### src/logic/srs_pkg.sv
// Package of constants and types for the supply restart supervisor
//----------------------------------------------------------------------
// Functional notes
// - Over-current and over-temperature recover automatically
// - Overvoltage: three restarts, 1 s apart, 1 min window
// - Three failed restarts in window latch output off
// - Fewer than three in window resets count
// - Enable pin off then on restarts latch
// - Output command off then on restarts latch
// - Reinsertion or input power cycle restarts latch
// - Mode change to restart releases latch immediately
// - Off condition must last two seconds
// - Successful restart clears all alarms
// - Answer 0xBx and 0xAx plus strap bits
// - Three pulled-up straps select eight addresses
// - Accept broadcast writes to address zero
// - Broadcast read refused, invalid-command alarm set
// - Enable pin low disables main output
// - Analog program overrides bus setpoint unless invalid
// - Interlock must be connected for output
// - Output recycle releases the alert output
//----------------------------------------------------------------------
package srs_pkg;
   // Register byte offsets
   localparam logic [7:0] REG_CTRL   = 8'h00;
   localparam logic [7:0] REG_STATUS = 8'h04;
   localparam logic [7:0] REG_ALARM  = 8'h08;
   localparam logic [7:0] REG_I2C    = 8'h0c;
   localparam logic [7:0] REG_VSET   = 8'h10;
   // Control fields and reset values
   localparam int         CTRL_OP_ON   = 0;
   localparam int         CTRL_LATCH   = 1;
   localparam logic       OP_ON_RST    = 1'b1;
   localparam logic       LATCH_RST    = 1'b1;
   localparam logic [15:0] VSET_NOMINAL = 16'h0c00;
   // Alarm bit positions
   localparam int         AL_OV  = 0;
   localparam int         AL_OC  = 1;
   localparam int         AL_OT  = 2;
   localparam int         AL_INV = 3;
   localparam int         AL_W   = 4;
   // Synchronised pin positions
   localparam int         SY_OE   = 0;
   localparam int         SY_SEAT = 1;
   localparam int         SY_AC   = 2;
   localparam int         SY_ILKN = 3;
   localparam int         SY_OV   = 4;
   localparam int         SY_OC   = 5;
   localparam int         SY_OT   = 6;
   localparam int         SY_GOOD = 7;
   localparam int         SY_VPRG = 8;
   localparam int         SY_SCL  = 9;
   localparam int         SY_SDA  = 10;
   localparam int         SY_A0   = 11;
   localparam int         SY_ALRT = 14;
   localparam int         SY_W    = 15;
   // Timing: clock period, tick length and intervals in ms
   localparam int         CLK_NS       = 10;
   localparam int         TICK_NS      = 1000000;
   localparam int         TICK_CYC_DEF = TICK_NS / CLK_NS;
   localparam logic [15:0] RESTART_MS  = 16'd1000;
   localparam logic [15:0] WINDOW_MS   = 16'd60000;
   localparam logic [15:0] OFF_MS      = 16'd2000;
   localparam logic [1:0]  MAX_TRIES   = 2'd3;
   // Serial address prefixes
   localparam logic [3:0] PFX_MCU  = 4'hb;
   localparam logic [3:0] PFX_MEM  = 4'ha;
   localparam logic [7:0] BCAST_WR = 8'h00;
   localparam logic [7:0] BCAST_RD = 8'h01;
   localparam logic [3:0] BITS_BYTE = 4'd8;
   // State enumerations
   typedef enum logic [1:0] {S_RUN, S_DELAY, S_LATCH} srs_sup_e;
   typedef enum logic [2:0] {I_IDLE, I_ADDR, I_ACK, I_WDAT, I_RDAT, I_RACK} srs_i2c_e;
endpackage : srs_pkg

### src/logic/srs_supervisor.sv
// Restart supervisor, serial address decoder and AHB-Lite register slave
module srs_supervisor
   import srs_pkg::*;
#(
   parameter int unsigned TICK_CYC = TICK_CYC_DEF            // Cycles per 1 ms tick
)(
   input  wire logic        mclk_i,                       // System clock
   input  wire logic        nrst_i,                       // Sync reset, active low
   input  wire logic        hsel_i,                       // AHB select
   input  wire logic [7:0]  haddr_i,                      // AHB byte address
   input  wire logic [1:0]  htrans_i,                     // AHB transfer type
   input  wire logic        hwrite_i,                     // AHB write
   input  wire logic [2:0]  hsize_i,                      // AHB size
   input  wire logic        hready_i,                     // AHB bus ready
   input  wire logic [31:0] hwdata_i,                     // AHB write data
   output logic      [31:0] hrdata_o,                     // AHB read data
   output logic             hreadyout_o,                  // AHB slave ready
   output logic             hresp_o,                      // AHB response
   input  wire logic        output_enable_pin_i,          // Remote on/off pin
   input  wire logic        seated_i,                     // Module inserted
   input  wire logic        input_power_ok_i,             // Input power present
   input  wire logic        interlock_n_i,                // Low when interlock connected
   input  wire logic        ov_fault_i,                   // Overvoltage shutdown
   input  wire logic        oc_fault_i,                   // Over-current shutdown
   input  wire logic        ot_fault_i,                   // Over-temperature shutdown
   input  wire logic        output_good_i,                // Output in regulation
   input  wire logic        vprog_valid_i,                // Analog program below 3 V
   input  wire logic        address_strap_bit2_i,         // Address strap 2
   input  wire logic        address_strap_bit1_i,         // Address strap 1
   input  wire logic        address_strap_bit0_i,         // Address strap 0
   input  wire logic        scl_i,                        // Serial clock
   input  wire logic        sda_i,                        // Serial data in
   output logic             sda_o,                        // Serial data out
   output logic             sda_oe_o,                     // Serial data drive
   input  wire logic        host_alert_output_i,          // Alert wire level
   output logic             host_alert_output_o,          // Alert out level
   output logic             host_alert_output_oe_o,       // Alert drive
   output logic             main_output_on_o,             // Main output enable
   output logic             vout_use_pin_o,               // Setpoint from analog pin
   output logic      [15:0] vout_setpoint_o,              // Bus setpoint
   output logic             mem_select_o                  // Companion memory addressed
);

   //----------------------------------------------------------------------
   // State record
   //----------------------------------------------------------------------
   typedef struct packed {
      logic [SY_W-1:0] sync1;      // First sync stage
      logic [SY_W-1:0] sync2;      // Second sync stage
      logic [16:0]     tick;       // Tick prescaler
      srs_sup_e        st;         // Supervisor state
      logic [1:0]      tries;      // Overvoltage count
      logic [15:0]     dly;        // Restart delay timer
      logic [15:0]     win;        // Window timer
      logic            win_run;    // Window open
      logic [15:0]     off;        // Off-time timer
      logic            good_wait;  // Awaiting good output
      logic            op_on;      // Command output on
      logic            latch_mode; // Latch after three tries
      logic [15:0]     vset;       // Bus setpoint
      logic [AL_W-1:0] alarm;      // Sticky alarms
      logic            alert;      // Alert asserted
      logic            pin_off;    // Pin seen off
      logic            cmd_off;    // Command seen off
      logic            main_on;    // Main output
      srs_i2c_e        ist;        // Serial state
      logic [3:0]      bitcnt;     // Bit counter
      logic [7:0]      shreg;      // Shift register
      logic            rd_mode;    // Read transaction
      logic            mem_sel;    // Memory addressed
      logic            sda_oe;     // Drive data low
      logic [7:0]      rx_byte;    // Last received byte
      logic [7:0]      rx_cnt;     // Received byte count
      logic            wr_pend;    // Write data phase
      logic [7:0]      wa;         // Write address
      logic [31:0]     hrdata;     // Read data
      logic            scl_p;      // Clock, previous sample
      logic            sda_p;      // Data, previous sample
   } srs_state_s;

   srs_state_s q;                  // Registered state
   srs_state_s d;                  // Next state
   logic       bcast_rd;           // Broadcast read seen
   logic       addr_hit;           // Own address acked
   logic       latch_rel;          // Latch released

   //----------------------------------------------------------------------
   // Register read multiplexer
   //----------------------------------------------------------------------
   function automatic logic [31:0] rd_mux(input logic [7:0] a, input srs_state_s s);
      logic [31:0] r;
      r = 32'h0;
      if (a == REG_CTRL)
         r = {30'h0, s.latch_mode, s.op_on};
      else if (a == REG_STATUS)
         r = {16'h0, s.sync2[SY_ALRT], s.sync2[SY_A0+2 -: 3], s.alert, s.main_on,
              s.win_run, s.good_wait, 2'h0, s.tries, 2'h0, s.st};
      else if (a == REG_ALARM)
         r = {28'h0, s.alarm};
      else if (a == REG_I2C)
         r = {16'h0, s.rx_cnt, s.rx_byte};
      else if (a == REG_VSET)
         r = {16'h0, s.vset};
      return r;
   endfunction

   //----------------------------------------------------------------------
   // Next-state logic
   //----------------------------------------------------------------------
   always_comb
   begin
      logic [SY_W-1:0] s;
      logic            tick_p, take, ctrl_wr, scl_r, scl_f, start, stop, off_cond, en;
      logic [AL_W-1:0] al_set, al_clr;
      logic [1:0]      nt;
      s        = q.sync2;
      d        = q;
      bcast_rd = 1'b0;
      addr_hit = 1'b0;
      latch_rel = 1'b0;
      al_set   = '0;
      al_clr   = '0;
      nt       = 2'd0;
      {tick_p, take, ctrl_wr, scl_r, scl_f, start, stop, off_cond, en} = '0;
      // Two-stage pin synchronisers
      d.sync1 = {host_alert_output_i, address_strap_bit2_i, address_strap_bit1_i, address_strap_bit0_i,
                 sda_i, scl_i, vprog_valid_i, output_good_i, ot_fault_i, oc_fault_i, ov_fault_i,
                 interlock_n_i, input_power_ok_i, seated_i, output_enable_pin_i};
      d.sync2 = q.sync1;
      // Millisecond tick from the system clock
      tick_p = (q.tick == 17'(TICK_CYC - 1));
      d.tick = tick_p ? 17'h0 : q.tick + 17'h1;
      // AHB address phase
      take      = hsel_i && hready_i && htrans_i[1] && (hsize_i == 3'h2);
      d.wr_pend = take && hwrite_i;
      d.wa      = haddr_i;
      d.hrdata  = (take && !hwrite_i) ? rd_mux(haddr_i, q) : 32'h0;
      ctrl_wr   = q.wr_pend && (q.wa == REG_CTRL);
      // AHB data phase writes
      if (ctrl_wr)
      begin
         d.op_on      = hwdata_i[CTRL_OP_ON];
         d.latch_mode = hwdata_i[CTRL_LATCH];
      end
      if (q.wr_pend && (q.wa == REG_ALARM))
         al_clr = hwdata_i[AL_W-1:0];
      // Analog program overrides; bus setpoint only when ignored
      if (q.wr_pend && (q.wa == REG_VSET) && !s[SY_VPRG])
         d.vset = hwdata_i[15:0];
      // Over-current and over-temperature set alarms and gate output only
      al_set[AL_OC] = s[SY_OC];
      al_set[AL_OT] = s[SY_OT];
      // Any off condition for latch release
      off_cond = !s[SY_OE] || !q.op_on || !s[SY_SEAT] || !s[SY_AC];
      // Window expiry resets the count
      if (q.win_run && tick_p)
         d.win = q.win + 16'h1;
      if (q.win_run && tick_p && (q.win == WINDOW_MS - 16'h1) && (q.st != S_LATCH))
      begin
         d.win_run = 1'b0;
         d.tries   = 2'd0;
      end
      // Supervisor sequence
      case (q.st)
         S_RUN:
         begin
            if (s[SY_OV] && q.main_on)
            begin
               // Count overvoltage shutdowns in the window
               al_set[AL_OV] = 1'b1;
               nt            = q.win_run ? q.tries + 2'd1 : 2'd1;
               d.tries       = nt;
               if (!q.win_run)
               begin
                  d.win_run = 1'b1;
                  d.win     = 16'h0;
               end
               d.dly = 16'h0;
               // Third failure inside window latches
               d.st  = (q.latch_mode && nt == MAX_TRIES) ? S_LATCH : S_DELAY;
               d.off = 16'h0;
            end
         end
         S_DELAY:
         begin
            // One second between attempts
            if (tick_p)
               d.dly = q.dly + 16'h1;
            if (tick_p && q.dly == RESTART_MS - 16'h1)
            begin
               d.st        = S_RUN;
               d.good_wait = 1'b1;
            end
         end
         S_LATCH:
         begin
            // Off time measured and held at two seconds
            if (!off_cond)
               d.off = 16'h0;
            else if (tick_p && q.off != OFF_MS)
               d.off = q.off + 16'h1;
            // Pin, command, reinsertion or power recycle
            if (!off_cond && q.off == OFF_MS)
               latch_rel = 1'b1;
            // Mode change to restart needs no off time
            if (ctrl_wr && !hwdata_i[CTRL_LATCH])
               latch_rel = 1'b1;
            if (latch_rel)
            begin
               d.st        = S_RUN;
               d.tries     = 2'd0;
               d.win_run   = 1'b0;
               d.good_wait = 1'b1;
            end
         end
         default:
            d.st = S_RUN;
      endcase
      // Output gating: pin high, interlock made, no shutdown
      en = (q.st == S_RUN) && s[SY_OE] && q.op_on && !s[SY_ILKN] && s[SY_AC] && s[SY_SEAT]
           && !s[SY_OV] && !s[SY_OC] && !s[SY_OT];
      d.main_on = en;
      // Successful restart clears every alarm
      if (q.good_wait && q.main_on && s[SY_GOOD])
      begin
         d.good_wait = 1'b0;
         al_clr      = '1;
      end
      // Serial edges, taken from the second stage only
      d.scl_p = s[SY_SCL];
      d.sda_p = s[SY_SDA];
      scl_r   = s[SY_SCL] && !q.scl_p;
      scl_f   = !s[SY_SCL] && q.scl_p;
      start   = s[SY_SCL] && q.scl_p && q.sda_p && !s[SY_SDA];
      stop    = s[SY_SCL] && q.scl_p && !q.sda_p && s[SY_SDA];
      // Shift one bit per rising clock
      if (scl_r && (q.ist != I_IDLE))
      begin
         d.shreg  = {q.shreg[6:0], s[SY_SDA]};
         d.bitcnt = q.bitcnt + 4'h1;
      end
      // Byte engine, acting on falling clocks
      if (scl_f)
      begin
         case (q.ist)
            I_ADDR:
            begin
               if (q.bitcnt == BITS_BYTE)
               begin
                  // Own strapped address broadcast write
                  addr_hit  = (q.shreg[7:1] == {PFX_MCU, s[SY_A0+2 -: 3]}) || (q.shreg == BCAST_WR);
                  bcast_rd  = (q.shreg == BCAST_RD);                       // Refused
                  d.mem_sel = (q.shreg[7:1] == {PFX_MEM, s[SY_A0+2 -: 3]}); // Memory answers
                  d.rd_mode = q.shreg[0];
                  d.sda_oe  = addr_hit;
                  d.ist     = addr_hit ? I_ACK : I_IDLE;
               end
            end
            I_ACK:
            begin
               // Drive zero data on reads, release on writes
               d.sda_oe = q.rd_mode;
               d.ist    = q.rd_mode ? I_RDAT : I_WDAT;
               d.bitcnt = 4'h0;
            end
            I_WDAT:
            begin
               // Data byte stored, then acknowledged
               if (q.bitcnt == BITS_BYTE)
               begin
                  d.rx_byte = q.shreg;
                  d.rx_cnt  = q.rx_cnt + 8'h1;
                  d.sda_oe  = 1'b1;
                  d.ist     = I_ACK;
               end
            end
            I_RDAT:
            begin
               if (q.bitcnt == BITS_BYTE)
               begin
                  d.sda_oe = 1'b0;
                  d.ist    = I_RACK;
               end
            end
            I_RACK:
            begin
               // Host low continues the read, high ends it
               d.sda_oe = !q.shreg[0];
               d.ist    = q.shreg[0] ? I_IDLE : I_RDAT;
               d.bitcnt = 4'h0;
            end
            default:
               d.ist = q.ist;
         endcase
      end
      // Start and stop restart the byte engine
      if (start || stop)
      begin
         d.ist     = start ? I_ADDR : I_IDLE;
         d.bitcnt  = 4'h0;
         d.sda_oe  = 1'b0;
         d.mem_sel = 1'b0;
      end
      al_set[AL_INV] = bcast_rd;
      d.alarm   = (q.alarm & ~al_clr) | al_set;
      // Off seen on pin or command, then output back on
      d.pin_off = q.pin_off || !s[SY_OE];
      d.cmd_off = q.cmd_off || !q.op_on;
      if ((q.pin_off || q.cmd_off) && q.main_on)
         {d.alert, d.pin_off, d.cmd_off} = 3'h0;
      // A new alarm raises the alert; set wins
      if ((al_set & ~q.alarm) != '0)
         d.alert = 1'b1;
   end

   //----------------------------------------------------------------------
   // State register
   //----------------------------------------------------------------------
   always_ff @(posedge mclk_i)
   begin
      if (!nrst_i)
      begin
         q            <= '0;
         q.st         <= S_RUN;
         q.ist        <= I_IDLE;
         q.op_on      <= OP_ON_RST;
         q.latch_mode <= LATCH_RST;
         q.vset       <= VSET_NOMINAL;
      end
      else
         q <= d;
   end

   // Outputs from the state record; bus ready and response are constants
   assign hrdata_o               = q.hrdata;          // Read data flop
   assign hreadyout_o            = 1'b1;              // No wait states
   assign hresp_o                = 1'b0;              // Always OKAY
   assign sda_o                  = !q.sda_oe;         // Low only when driving
   assign sda_oe_o               = q.sda_oe;          // Data drive
   assign host_alert_output_o    = !q.alert;          // Low while alert
   assign host_alert_output_oe_o = q.alert;           // Open drain
   assign main_output_on_o       = q.main_on;         // Gated output
   assign vout_use_pin_o         = q.sync2[SY_VPRG];
   assign vout_setpoint_o        = q.vset;            // Bus setpoint
   assign mem_select_o           = q.mem_sel;         // Memory addressed
endmodule // srs_supervisor

### config.mk
export PLATFORM = sky130hd
export DESIGN_NAME = srs_supervisor
export DESIGN_NICKNAME = d
export VERILOG_FILES = /design/src/logic/srs_pkg.sv /design/src/logic/srs_supervisor.sv
export SDC_FILE = /design/constraint.sdc
export NUM_CORES = 1
export LEC_CHECK = 0
export BUFFER_PORTS_ARGS = -buffer_cell sky130_fd_sc_hd__buf_2
export CAP_MARGIN = 10
export CORE_ASPECT_RATIO = 1.2
export CORE_MARGIN = 1
export CORE_UTILIZATION = 49
export DETAILED_ROUTE_END_ITERATION = 8
export PLACE_DENSITY = 0.78
export SETUP_SLACK_MARGIN = 0.02
export SLEW_MARGIN = 20
export SYNTH_ARGS = -nofsm -noshare
export SYNTH_HDL_FRONTEND = slang
export SYNTH_SLANG_ARGS = --single-unit
### constraint.sdc
create_clock -name mclk_i -period 2.35 [get_ports mclk_i]
set_input_delay 0.1175 -clock mclk_i [delete_from_list [all_inputs] [get_ports mclk_i]]
set_output_delay 0.1175 -clock mclk_i [all_outputs]
set_load 0.01 [all_outputs]
==> reports/results.txt, run 1 <==
Status - finished with violations
Failing checks - negative setup slack
Slew headroom - 0.423
Synth Flop Type - dfxtp_1
Core area - 16400 um2
Pin count of the biggest net entering global routing - 52
Final setup fails - 4
Sink Count - 188
Diodes inserted - 0
Post-Synthesis Cells - 952
Worst-path maximum fanout - 2
FF-to-FF Start - q[165]
Worst Setup SP - q[165]
Routed wire per std cell - 15.0 um
RSZ-0062 raised after global routing - true
GRT Overall Usage - 0.228
Mux contribution to synthesized area - 0.0253
Pwr per Cell Area - 633 nW/um2
Cell area after layout - 10000 um2
Avg Cell Area, Syn - 8.72 um2
Synth Area in Adders - 0.0121
Setup crit start kind - register
CTS tree - yes
Post-synthesis register bit count - 188
Reg2reg setup slack - -0.07 ns
Fin worst setup slack - -0.0736 ns
Inserted Clock Buffers - 17
1st-iter DRT viols - 404
Worst-Margin Slew - 0.854 ns
Main combinational cell family by area after synthesis - simple AND/OR/NAND/NOR gates
Clk_lat worst skew - 0.43 ns
Post-synth EDFFs - 0
Placed Area - 8960 um2
Max_cap viols - 0
Reg2Reg Depth - 5
Post-Layout Cell Count - 1295
Initial core utilization - 0.506
Num rows - 51
Seq/Total Area, Yosys - 0.453
Final WL - 19.4 mm
Compound-cell area share of the yosys netlist - 0.113
Nets - 1144
Die H - 145 um
Worst vdd ir - 462 uV
Dpl cells - 1225
Fin crit share - 1.03
I/O pins - 122
Hold wc startpoint - haddr_i[4]
GPL Wtd Cong - 0.843
H-tree Lvls - 4
Initial antenna violation count - 0
Initial DRT Pass Iterations - 6
DRC errors left - 0
P_leak - 3.89 nW
DPL Wire Length - 13.5 mm
Worst min-delay path class - in -> reg
I/O Buffers - 86
Hold Path End - q[38]
Antenna viol nets, final - 0
Fin. Hold Viols - 0
Clock slew at reported path FFs - 0.07 ns
Yosys warnings - 0
Nature of the critical path endpoint - register
FF-to-FF End - q[136]
Post-layout util - 0.613
Post-Synth Simple-Gate Area - 0.274
Global-route wire length before repair - 31.2 mm
Via-per-instance ratio - 5.49
CP arrival - 2.80 ns
Setup Skew - 0.00890 ns
WHS Path Cells - 2
Vias post-DR - 7111
F_max - 0.413 GHz
Clock Tree Buf Depth - 2
Post-Synth XOR/XNOR Area - 0.0475
Worst EP required - 2.73 ns
Fraction of registers with async set/reset - 0
Chip width - 121 um
Share of post-route cells with drive strength above 1 - 0.187
Hold slack - 0.0352 ns
Slew Viols, Final - 0
Mapped cell area - 8310 um2
CP Class - reg -> reg
Syn-to-layout area delta - 21.0%
Root buffer cell - clkbuf_16
Netlist cell types - 61
Die area - 17500 um2
Fin crit period - 2.42 ns
Vias in the first global route - 6420
Grt total ovfl - 0
-- stage by stage --
stage          total power [mW]  setup WS, ns  setup TNS [ns]
2_1_floorplan              3.45        -0.205          -0.205
3_3_place_gp               3.52       -0.0856         -0.0856
3_5_place_dp               3.53       -0.0920          -0.109
4_1_cts                    6.41       -0.0889         -0.0889
5_1_grt                    6.58        -0.113          -0.567
6_report                   6.36       -0.0736          -0.205
-- report_power, final --
part           leakage, nW  internal, mW  switching (mW)
sequential            1.53          3.22          0.0245
combinational         2.08         0.126           0.132
clock                0.284          1.53            1.32
-- final cells by class --
type / count / area, um2
Multi-Input combinational cell: 668 / 4100
Sequential cell: 188 / 3770
Inverter: 20 / 75.1
Clock buffer: 18 / 439
Clock inverter: 13 / 150
Fill cell: 1325 / 6350
Tap cell: 212 / 265
Timing Repair Buffer: 176 / 1250
-- layer usage --
layer,vias to the layer above,share of wire,track usage
met1,3330,0.45,0.288
met2,220,0.48,0.376
met5,-,0,0
met3,32,0.054,0.0434
met4,0,0.022,0.0988
li1,3529,-,-
-- placed cells by master (no fill, tap or decap), types with 21 or more instances in the layout --
cell type and count:
buf_2 86, nand2_1 104, and2_1 43, dfxtp_1 185, buf_4 49, xor2_1 29
a21oi_1 40, nand4_1 21, dlygate4sd3_1 37, or4_1 21, nor2_1 87, mux2i_1 21
nand3_1 36
-- registers in the layout (all words and copies together) (netlist names), 16 cells and up --
register / count
vout_setpoint_o: 16
d: 17
q: 134
hrdata_o: 16
-- synthesized netlist by cell type, types with 4 or more instances --
library cell	count	area, um2
inv_1	20	75.1
and3_1	16	100
xnor2_1	16	140
o2bb2ai_1	11	96.3
nor3b_1	4	30.0
nor4_1	18	113
o211ai_1	14	105
nand3_1	36	180
nand2_1	104	390
clkbuf_1	39	146
xor2_1	29	254
dfxtp_1	188	3760
or4_1	24	180
a21oi_1	48	240
nand2b_1	15	93.8
a22oi_1	14	105
and2_1	43	269
mux2i_1	21	210
nor2_1	87	327
o31ai_1	5	37.5
ha_1	8	100
or3_1	11	68.8
o21ai_0	20	100
nand4_1	21	131
nor2b_1	11	68.8
buf_4	50	375
nand3b_1	4	30.0
nor3_1	14	70.1
or2_2	6	37.5
a32o_1	5	50.1
-- what timing repair did --
item / CTS / global route
hold buffers: 37 / 0
pin swaps: 5 / 4
gates cloned: 1 / 0
gates resized for setup: 8 / 15
setup buffers: 0 / 1
endpoints found under the setup margin: 23 / 31
endpoints found under the hold margin: 39 / 0
-- worst max-delay path: stages (launching register included) --
cell	delay, ns
dfxtp_2	0.32
or4b_4	0.53
or4_4	0.55
or4b_4	0.49
or4_1	0.40
nand2_1	0.08
-- cells by family after synthesis --
family | count (synthesis)
AND/OR/NAND/NOR | 433
flip-flops | 188
AO/OA/AOI/OAI | 143
buffers and inverters | 112
XOR/XNOR | 45
multiplexers | 21
adder cells (fa/ha/maj) | 8
other | 2
-- how the worst max path moves through the flow --
stage	slack, ns	cells past startpoint	end
3_5_place_dp	-0.09	5	q[136]
5_1_grt	-0.11	8	q[108]
2_1_floorplan	-0.20	6	q[136]
6_report	-0.07	5	q[136]
4_1_cts	-0.09	5	q[136]
3_3_place_gp	-0.09	5	q[136]
(Power assumes the default switching activity.)
==> run 2, diff against run 1 <==
--- a/config.mk
+++ b/config.mk
@@ -5,13 +5,14 @@
 export SDC_FILE = /design/constraint.sdc
 export NUM_CORES = 1
 export LEC_CHECK = 0
+export ABC_AREA = 1
 export BUFFER_PORTS_ARGS = -buffer_cell sky130_fd_sc_hd__buf_2
 export CAP_MARGIN = 10
 export CORE_ASPECT_RATIO = 1.2
 export CORE_MARGIN = 1
 export CORE_UTILIZATION = 49
 export DETAILED_ROUTE_END_ITERATION = 8
-export PLACE_DENSITY = 0.78
+export PLACE_DENSITY = 0.74
 export SETUP_SLACK_MARGIN = 0.02
 export SLEW_MARGIN = 20
 export SYNTH_ARGS = -nofsm -noshare
==> constraint.sdc (replaced) <==
create_clock -name mclk_i -period 2.85 [get_ports mclk_i]
set_input_delay 0.1425 -clock mclk_i [delete_from_list [all_inputs] [get_ports mclk_i]]
set_output_delay 0.1425 -clock mclk_i [all_outputs]
set_load 0.01 [all_outputs]
==> reports/results.txt, run 2 <==
Leading cell types in the layout, fill and taps excluded - nand2_1, dfxtp_1, inv_1
Placed Area - 9680 um2
Most common library cells after synthesis - nand2_1, dfxtp_1, inv_1, nor2_1, a21oi_1
Reg2reg setup slack - 0.76 ns
Dpl cells - 1616
Inserted Clock Buffers - 17
Slew headroom - 0.457
CP arrival - 2.37 ns
Most common cell after layout, fill and taps aside - nand2_1
GPL Wtd Cong - 0.940
CTS hold repair buffers - 36
Clock slew at reported path FFs - 0.07 ns
Top cells by area, synth - dfxtp_1, nand2_1, inv_1
I/O pins - 122
Synth top area share - 0.402
Register name with the most flops - q
Synth Flop Type - dfxtp_1
Initial core utilization - 0.498
Nature of the critical path endpoint - register
CP Class - reg -> reg
Crit path largest cell delay - 0.59 ns
Yosys warnings - 0
Yosys top cell by area - dfxtp_1
Cell area after layout - 10600 um2
Pwr per Cell Area - 497 nW/um2
Pin count of the biggest net entering global routing - 51
CP Cell Sequence - nor2_1 > nand2_1 > nor4_4 > nand2_1 > o21ai_0 > a21oi_1
Clock Tree Buf Depth - 2
Root buffer cell - clkbuf_16
Share of post-route cells with drive strength above 1 - 0.132
Top-count cell post-synth - nand2_1
CTS tree - yes
Die area - 19700 um2
Worst-path maximum fanout - 26
Grt total ovfl - 0
Worst vdd ir - 442 uV
Setup TNS - 0 ns
Syn-to-layout area delta - 13.7%
Slew Viols, Final - 0
Core area - 18800 um2
Fin crit share - 0.732
Max FFs per register - 134
Initial DRT Pass Iterations - 5
Clk_lat worst skew - 0.43 ns
Via-per-instance ratio - 5.07
Post-Layout Cell Count - 1684
Initial antenna violation count - 1
Nets - 1488
Fin. Hold Viols - 0
Global-route wire length before repair - 36.9 mm
Fin crit period - 2.09 ns
Post-synth EDFFs - 0
Post-Synthesis Cells - 1333
Post-synthesis register bit count - 188
Setup crit start kind - register
Routed wire per std cell - 13.1 um
GRT Overall Usage - 0.233
F_max - 0.479 GHz
Netlist cell types - 51
Seq/Total Area, Yosys - 0.402
Worst-Margin Slew - 0.813 ns
P_leak - 4.44 nW
Setup Skew - 0.00962 ns
Highest-delay cell along the critical path - nand2_1
DPL Wire Length - 15.8 mm
Most frequent CP cell - nand2_1
Vias in the first global route - 7965
Chip width - 128 um
Fraction of registers with async set/reset - 0
Worst EP required - 3.14 ns
Antenna viol nets, final - 0
I/O Buffers - 86
Hold slack - 0.0107 ns
Avg Cell Area, Syn - 7.02 um2
Worst min-delay path class - in -> reg
Total setup buffers inserted after CTS - 0
Resized cells post-CTS - 0
DRC errors left - 0
Max_cap viols - 0
Diodes inserted - 0
Mapped cell area - 9360 um2
Status - completed
H-tree Lvls - 4
Final WL - 22.1 mm
RSZ-0062 raised after global routing - false
1st-iter DRT viols - 566
Sink Count - 188
Final setup fails - 0
Die H - 153 um
Vias post-DR - 8534
Post-layout util - 0.566
Fillers - 1745
Num rows - 55
run 2: report_power, final:
part	total (mW)	internal (mW)	switching, mW	leakage, nW
combinational	0.210	0.0905	0.120	2.61
clock	2.40	1.34	1.06	0.300
sequential	2.68	2.66	0.0204	1.52
run 2: metrics by stage:
stage	setup WS, ns	total power, mW
2_1_floorplan	1.28	2.85
3_3_place_gp	0.847	2.90
3_5_place_dp	0.776	2.91
4_1_cts	0.769	5.34
5_1_grt	0.447	5.47
6_report	0.763	5.29
run 2: path summary, 6_finish.rpt:
kind	startpoint	to	cells past startpoint
max reg2reg	q[35]	vout_setpoint_o[5]	6
min	hwdata_i[5]	vout_setpoint_o[5]	3
min reg2reg	d[174]	q[174]	2
max	q[35]	vout_setpoint_o[5]	6
run 2: layout make-up:
cell class | instances | area (um2) | area share
Multi-Input combinational cell | 884 | 4370 | 0.411
Sequential cell | 188 | 3760 | 0.354
Timing Repair Buffer | 131 | 858 | 0.0807
Inverter | 193 | 726 | 0.0682
Clock buffer | 18 | 439 | 0.0413
Tap cell | 256 | 320 | 0.0301
Clock inverter | 14 | 160 | 0.0151
run 2: cell families after synthesis:
group / share of synthesized area
AO/OA/AOI/OAI: 0.123
XOR/XNOR: 0.0178
AND/OR/NAND/NOR: 0.308
other: 0.000803
adder cells (fa/ha/maj): 0.0107
flip-flops: 0.402
buffers and inverters: 0.137
run 2: per-layer routing:
metal,part of all wire,vias up,GRT usage,wire [um]
li1,-,4404,-,-
met1,0.42,3856,0.276,9400
met2,0.50,221,0.409,11000
met3,0.045,51,0.0364,1000
met4,0.033,2,0.110,731
met5,0.00045,-,0,10
run 2: worst max-delay path: cells and delay by family, from the launching register on:
kind | cells | cell delay (ns)
AO/OA/AOI/OAI | 2 | 0.41
flip-flops | 1 | 0.31
AND/OR/NAND/NOR | 4 | 1.22
==> run 3, diff against run 2 <==
==> constraint.sdc (replaced) <==
create_clock -name mclk_i -period 2.15 [get_ports mclk_i]
set_input_delay 0.1075 -clock mclk_i [delete_from_list [all_inputs] [get_ports mclk_i]]
set_output_delay 0.1075 -clock mclk_i [all_outputs]
set_load 0.01 [all_outputs]
==> reports/results.txt, run 3 (same netlist as run 2, synthesis figures left out) <==
Inserted Clock Buffers - 17
Initial antenna violation count - 0
Pwr per Cell Area - 638 nW/um2
I/O pins - 122
Post-Layout Cell Count - 1695
Design Power - 6.81 mW
GR met1 Demand/Resource - 0.270
Max_cap viols - 0
Resized cells post-CTS - 0
CP Class - in -> reg
P_leak - 4.46 nW
Placed Area - 9720 um2
Nature of the critical path endpoint - register
Diodes inserted - 0
Status - completed
CP Cell Sequence - dlygate4sd3_1 > buf_2 > nor2_1 > inv_1 > nor3_1 > nand2_1 > inv_1 > nand2_1 > nand2_1 > o21ai_0 > o21ai_1
Initial core utilization - 0.498
FF-to-FF Start - q[70]
1st-iter DRT viols - 488
GR peak layer - met2
Antenna viol nets, final - 0
Worst Setup SP - haddr_i[0]
F_max - 0.520 GHz
Post-layout util - 0.569
Worst vdd ir - 597 uV
Worst min-delay path class - in -> reg
Fin. Hold Viols - 0
H-tree Lvls - 4
Routed wire per std cell - 13.5 um
Setup crit start kind - primary input
Sink Count - 188
I/O Buffers - 86
Fin worst setup slack - 0.229 ns
Place WS - 0.338 ns
Worst EP required - 2.51 ns
Fillers - 1754
Hold slack - 0.145 ns
Hold wc startpoint - hsize_i[2]
Core area - 18800 um2
CTS hold repair buffers - 41
Cell area after layout - 10700 um2
Slew Viols, Final - 0
GRT Overall Usage - 0.242
Clk_lat worst skew - 0.43 ns
Root buffer cell - clkbuf_16
Via-per-instance ratio - 5.12
Die area - 19700 um2
Syn-to-layout area delta - 14.2%
Clock slew at reported path FFs - 0.07 ns
Final WL - 22.8 mm
Fin crit share - 0.894
Max FFs per register - 134
Highest-delay cell along the critical path - dlygate4sd3_1
Pin count of the biggest net entering global routing - 53
DRC errors left - 0
Setup TNS - 0 ns
Vias post-DR - 8681
Clock Tree Buf Depth - 2
GPL Wtd Cong - 0.906
Crit path largest cell delay - 0.54 ns
Setup Skew - 0.00999 ns
CTS tree - yes
Vias in the first global route - 8334
Met3 GRT Util - 0.0455
Global-route wire length before repair - 38.1 mm
Slew headroom - 0.594
Chip width - 128 um
CP arrival - 2.28 ns
RSZ-0062 raised after global routing - false
Die H - 153 um
Grt total ovfl - 0
Final setup fails - 0
Share of post-route cells with drive strength above 1 - 0.134
Worst-path maximum fanout - 11
Nets - 1499
Leading cell types in the layout, fill and taps excluded - nand2_1, dfxtp_1, inv_1
Total setup buffers inserted after CTS - 0
Most common cell after layout, fill and taps aside - nand2_1
Fin crit period - 1.92 ns
Met2 Use GR - 0.444
Num rows - 55
Register name with the most flops - q
Worst-Margin Slew - 0.605 ns
DPL Wire Length - 15.9 mm
Most frequent CP cell - nand2_1
Dpl cells - 1622
Initial DRT Pass Iterations - 5
## run 3: cell types whose count changed in the layout (fill, tap and decap cells not counted)
cell / previous run / this run
buf_4: 9 / 15
bufinv_16: 2 / 0
clkbuf_1: 0 / 2
clkbuf_8: 1 / 3
clkinv_2: 5 / 3
clkinv_4: 1 / 3
clkinv_8: 1 / 0
dlygate4sd3_1: 36 / 41
inv_8: 1 / 0
## run 3: power by group
group / internal [mW] / total, mW / switching, mW
combinational: 0.127 / 0.293 / 0.165
sequential: 3.53 / 3.55 / 0.0247
clock: 1.59 / 2.97 / 1.38
total: 5.25 / 6.81 / 1.57
## run 3: final timing paths
check / end / slack (ns) / cells after the start
max reg2reg: q[58] / 0.30 / 8
max: hrdata_o[11] / 0.23 / 11
min: hrdata_o[1] / 0.14 / 6
min reg2reg: q[180] / 0.42 / 2
## run 3: area by class of cell
cell class / instances / area [um2] / area share
multi-input combinational: 884 / 4370 / 0.409
inverter: 193 / 726 / 0.0679
clock inverter: 10 / 80.1 / 0.00749
clock buffer: 22 / 474 / 0.0444
timing repair buffer: 142 / 953 / 0.0892
tap: 256 / 320 / 0.0300
sequential: 188 / 3760 / 0.352
## run 3: routing by layer
layer | vias up | wire (um)
li1 | 4424 | -
met1 | 4006 | 9570
met3 | 51 | 839
met5 | - | 0
met2 | 200 | 11800
met4 | 0 | 679
## run 3: worst max-delay path: cells and delay by family
| family | cells | cell delay (ns) |
|---|---|---|
| AO/OA/AOI/OAI | 2 | 0.27 |
| AND/OR/NAND/NOR | 5 | 0.90 |
| buffers and inverters | 4 | 1.00 |
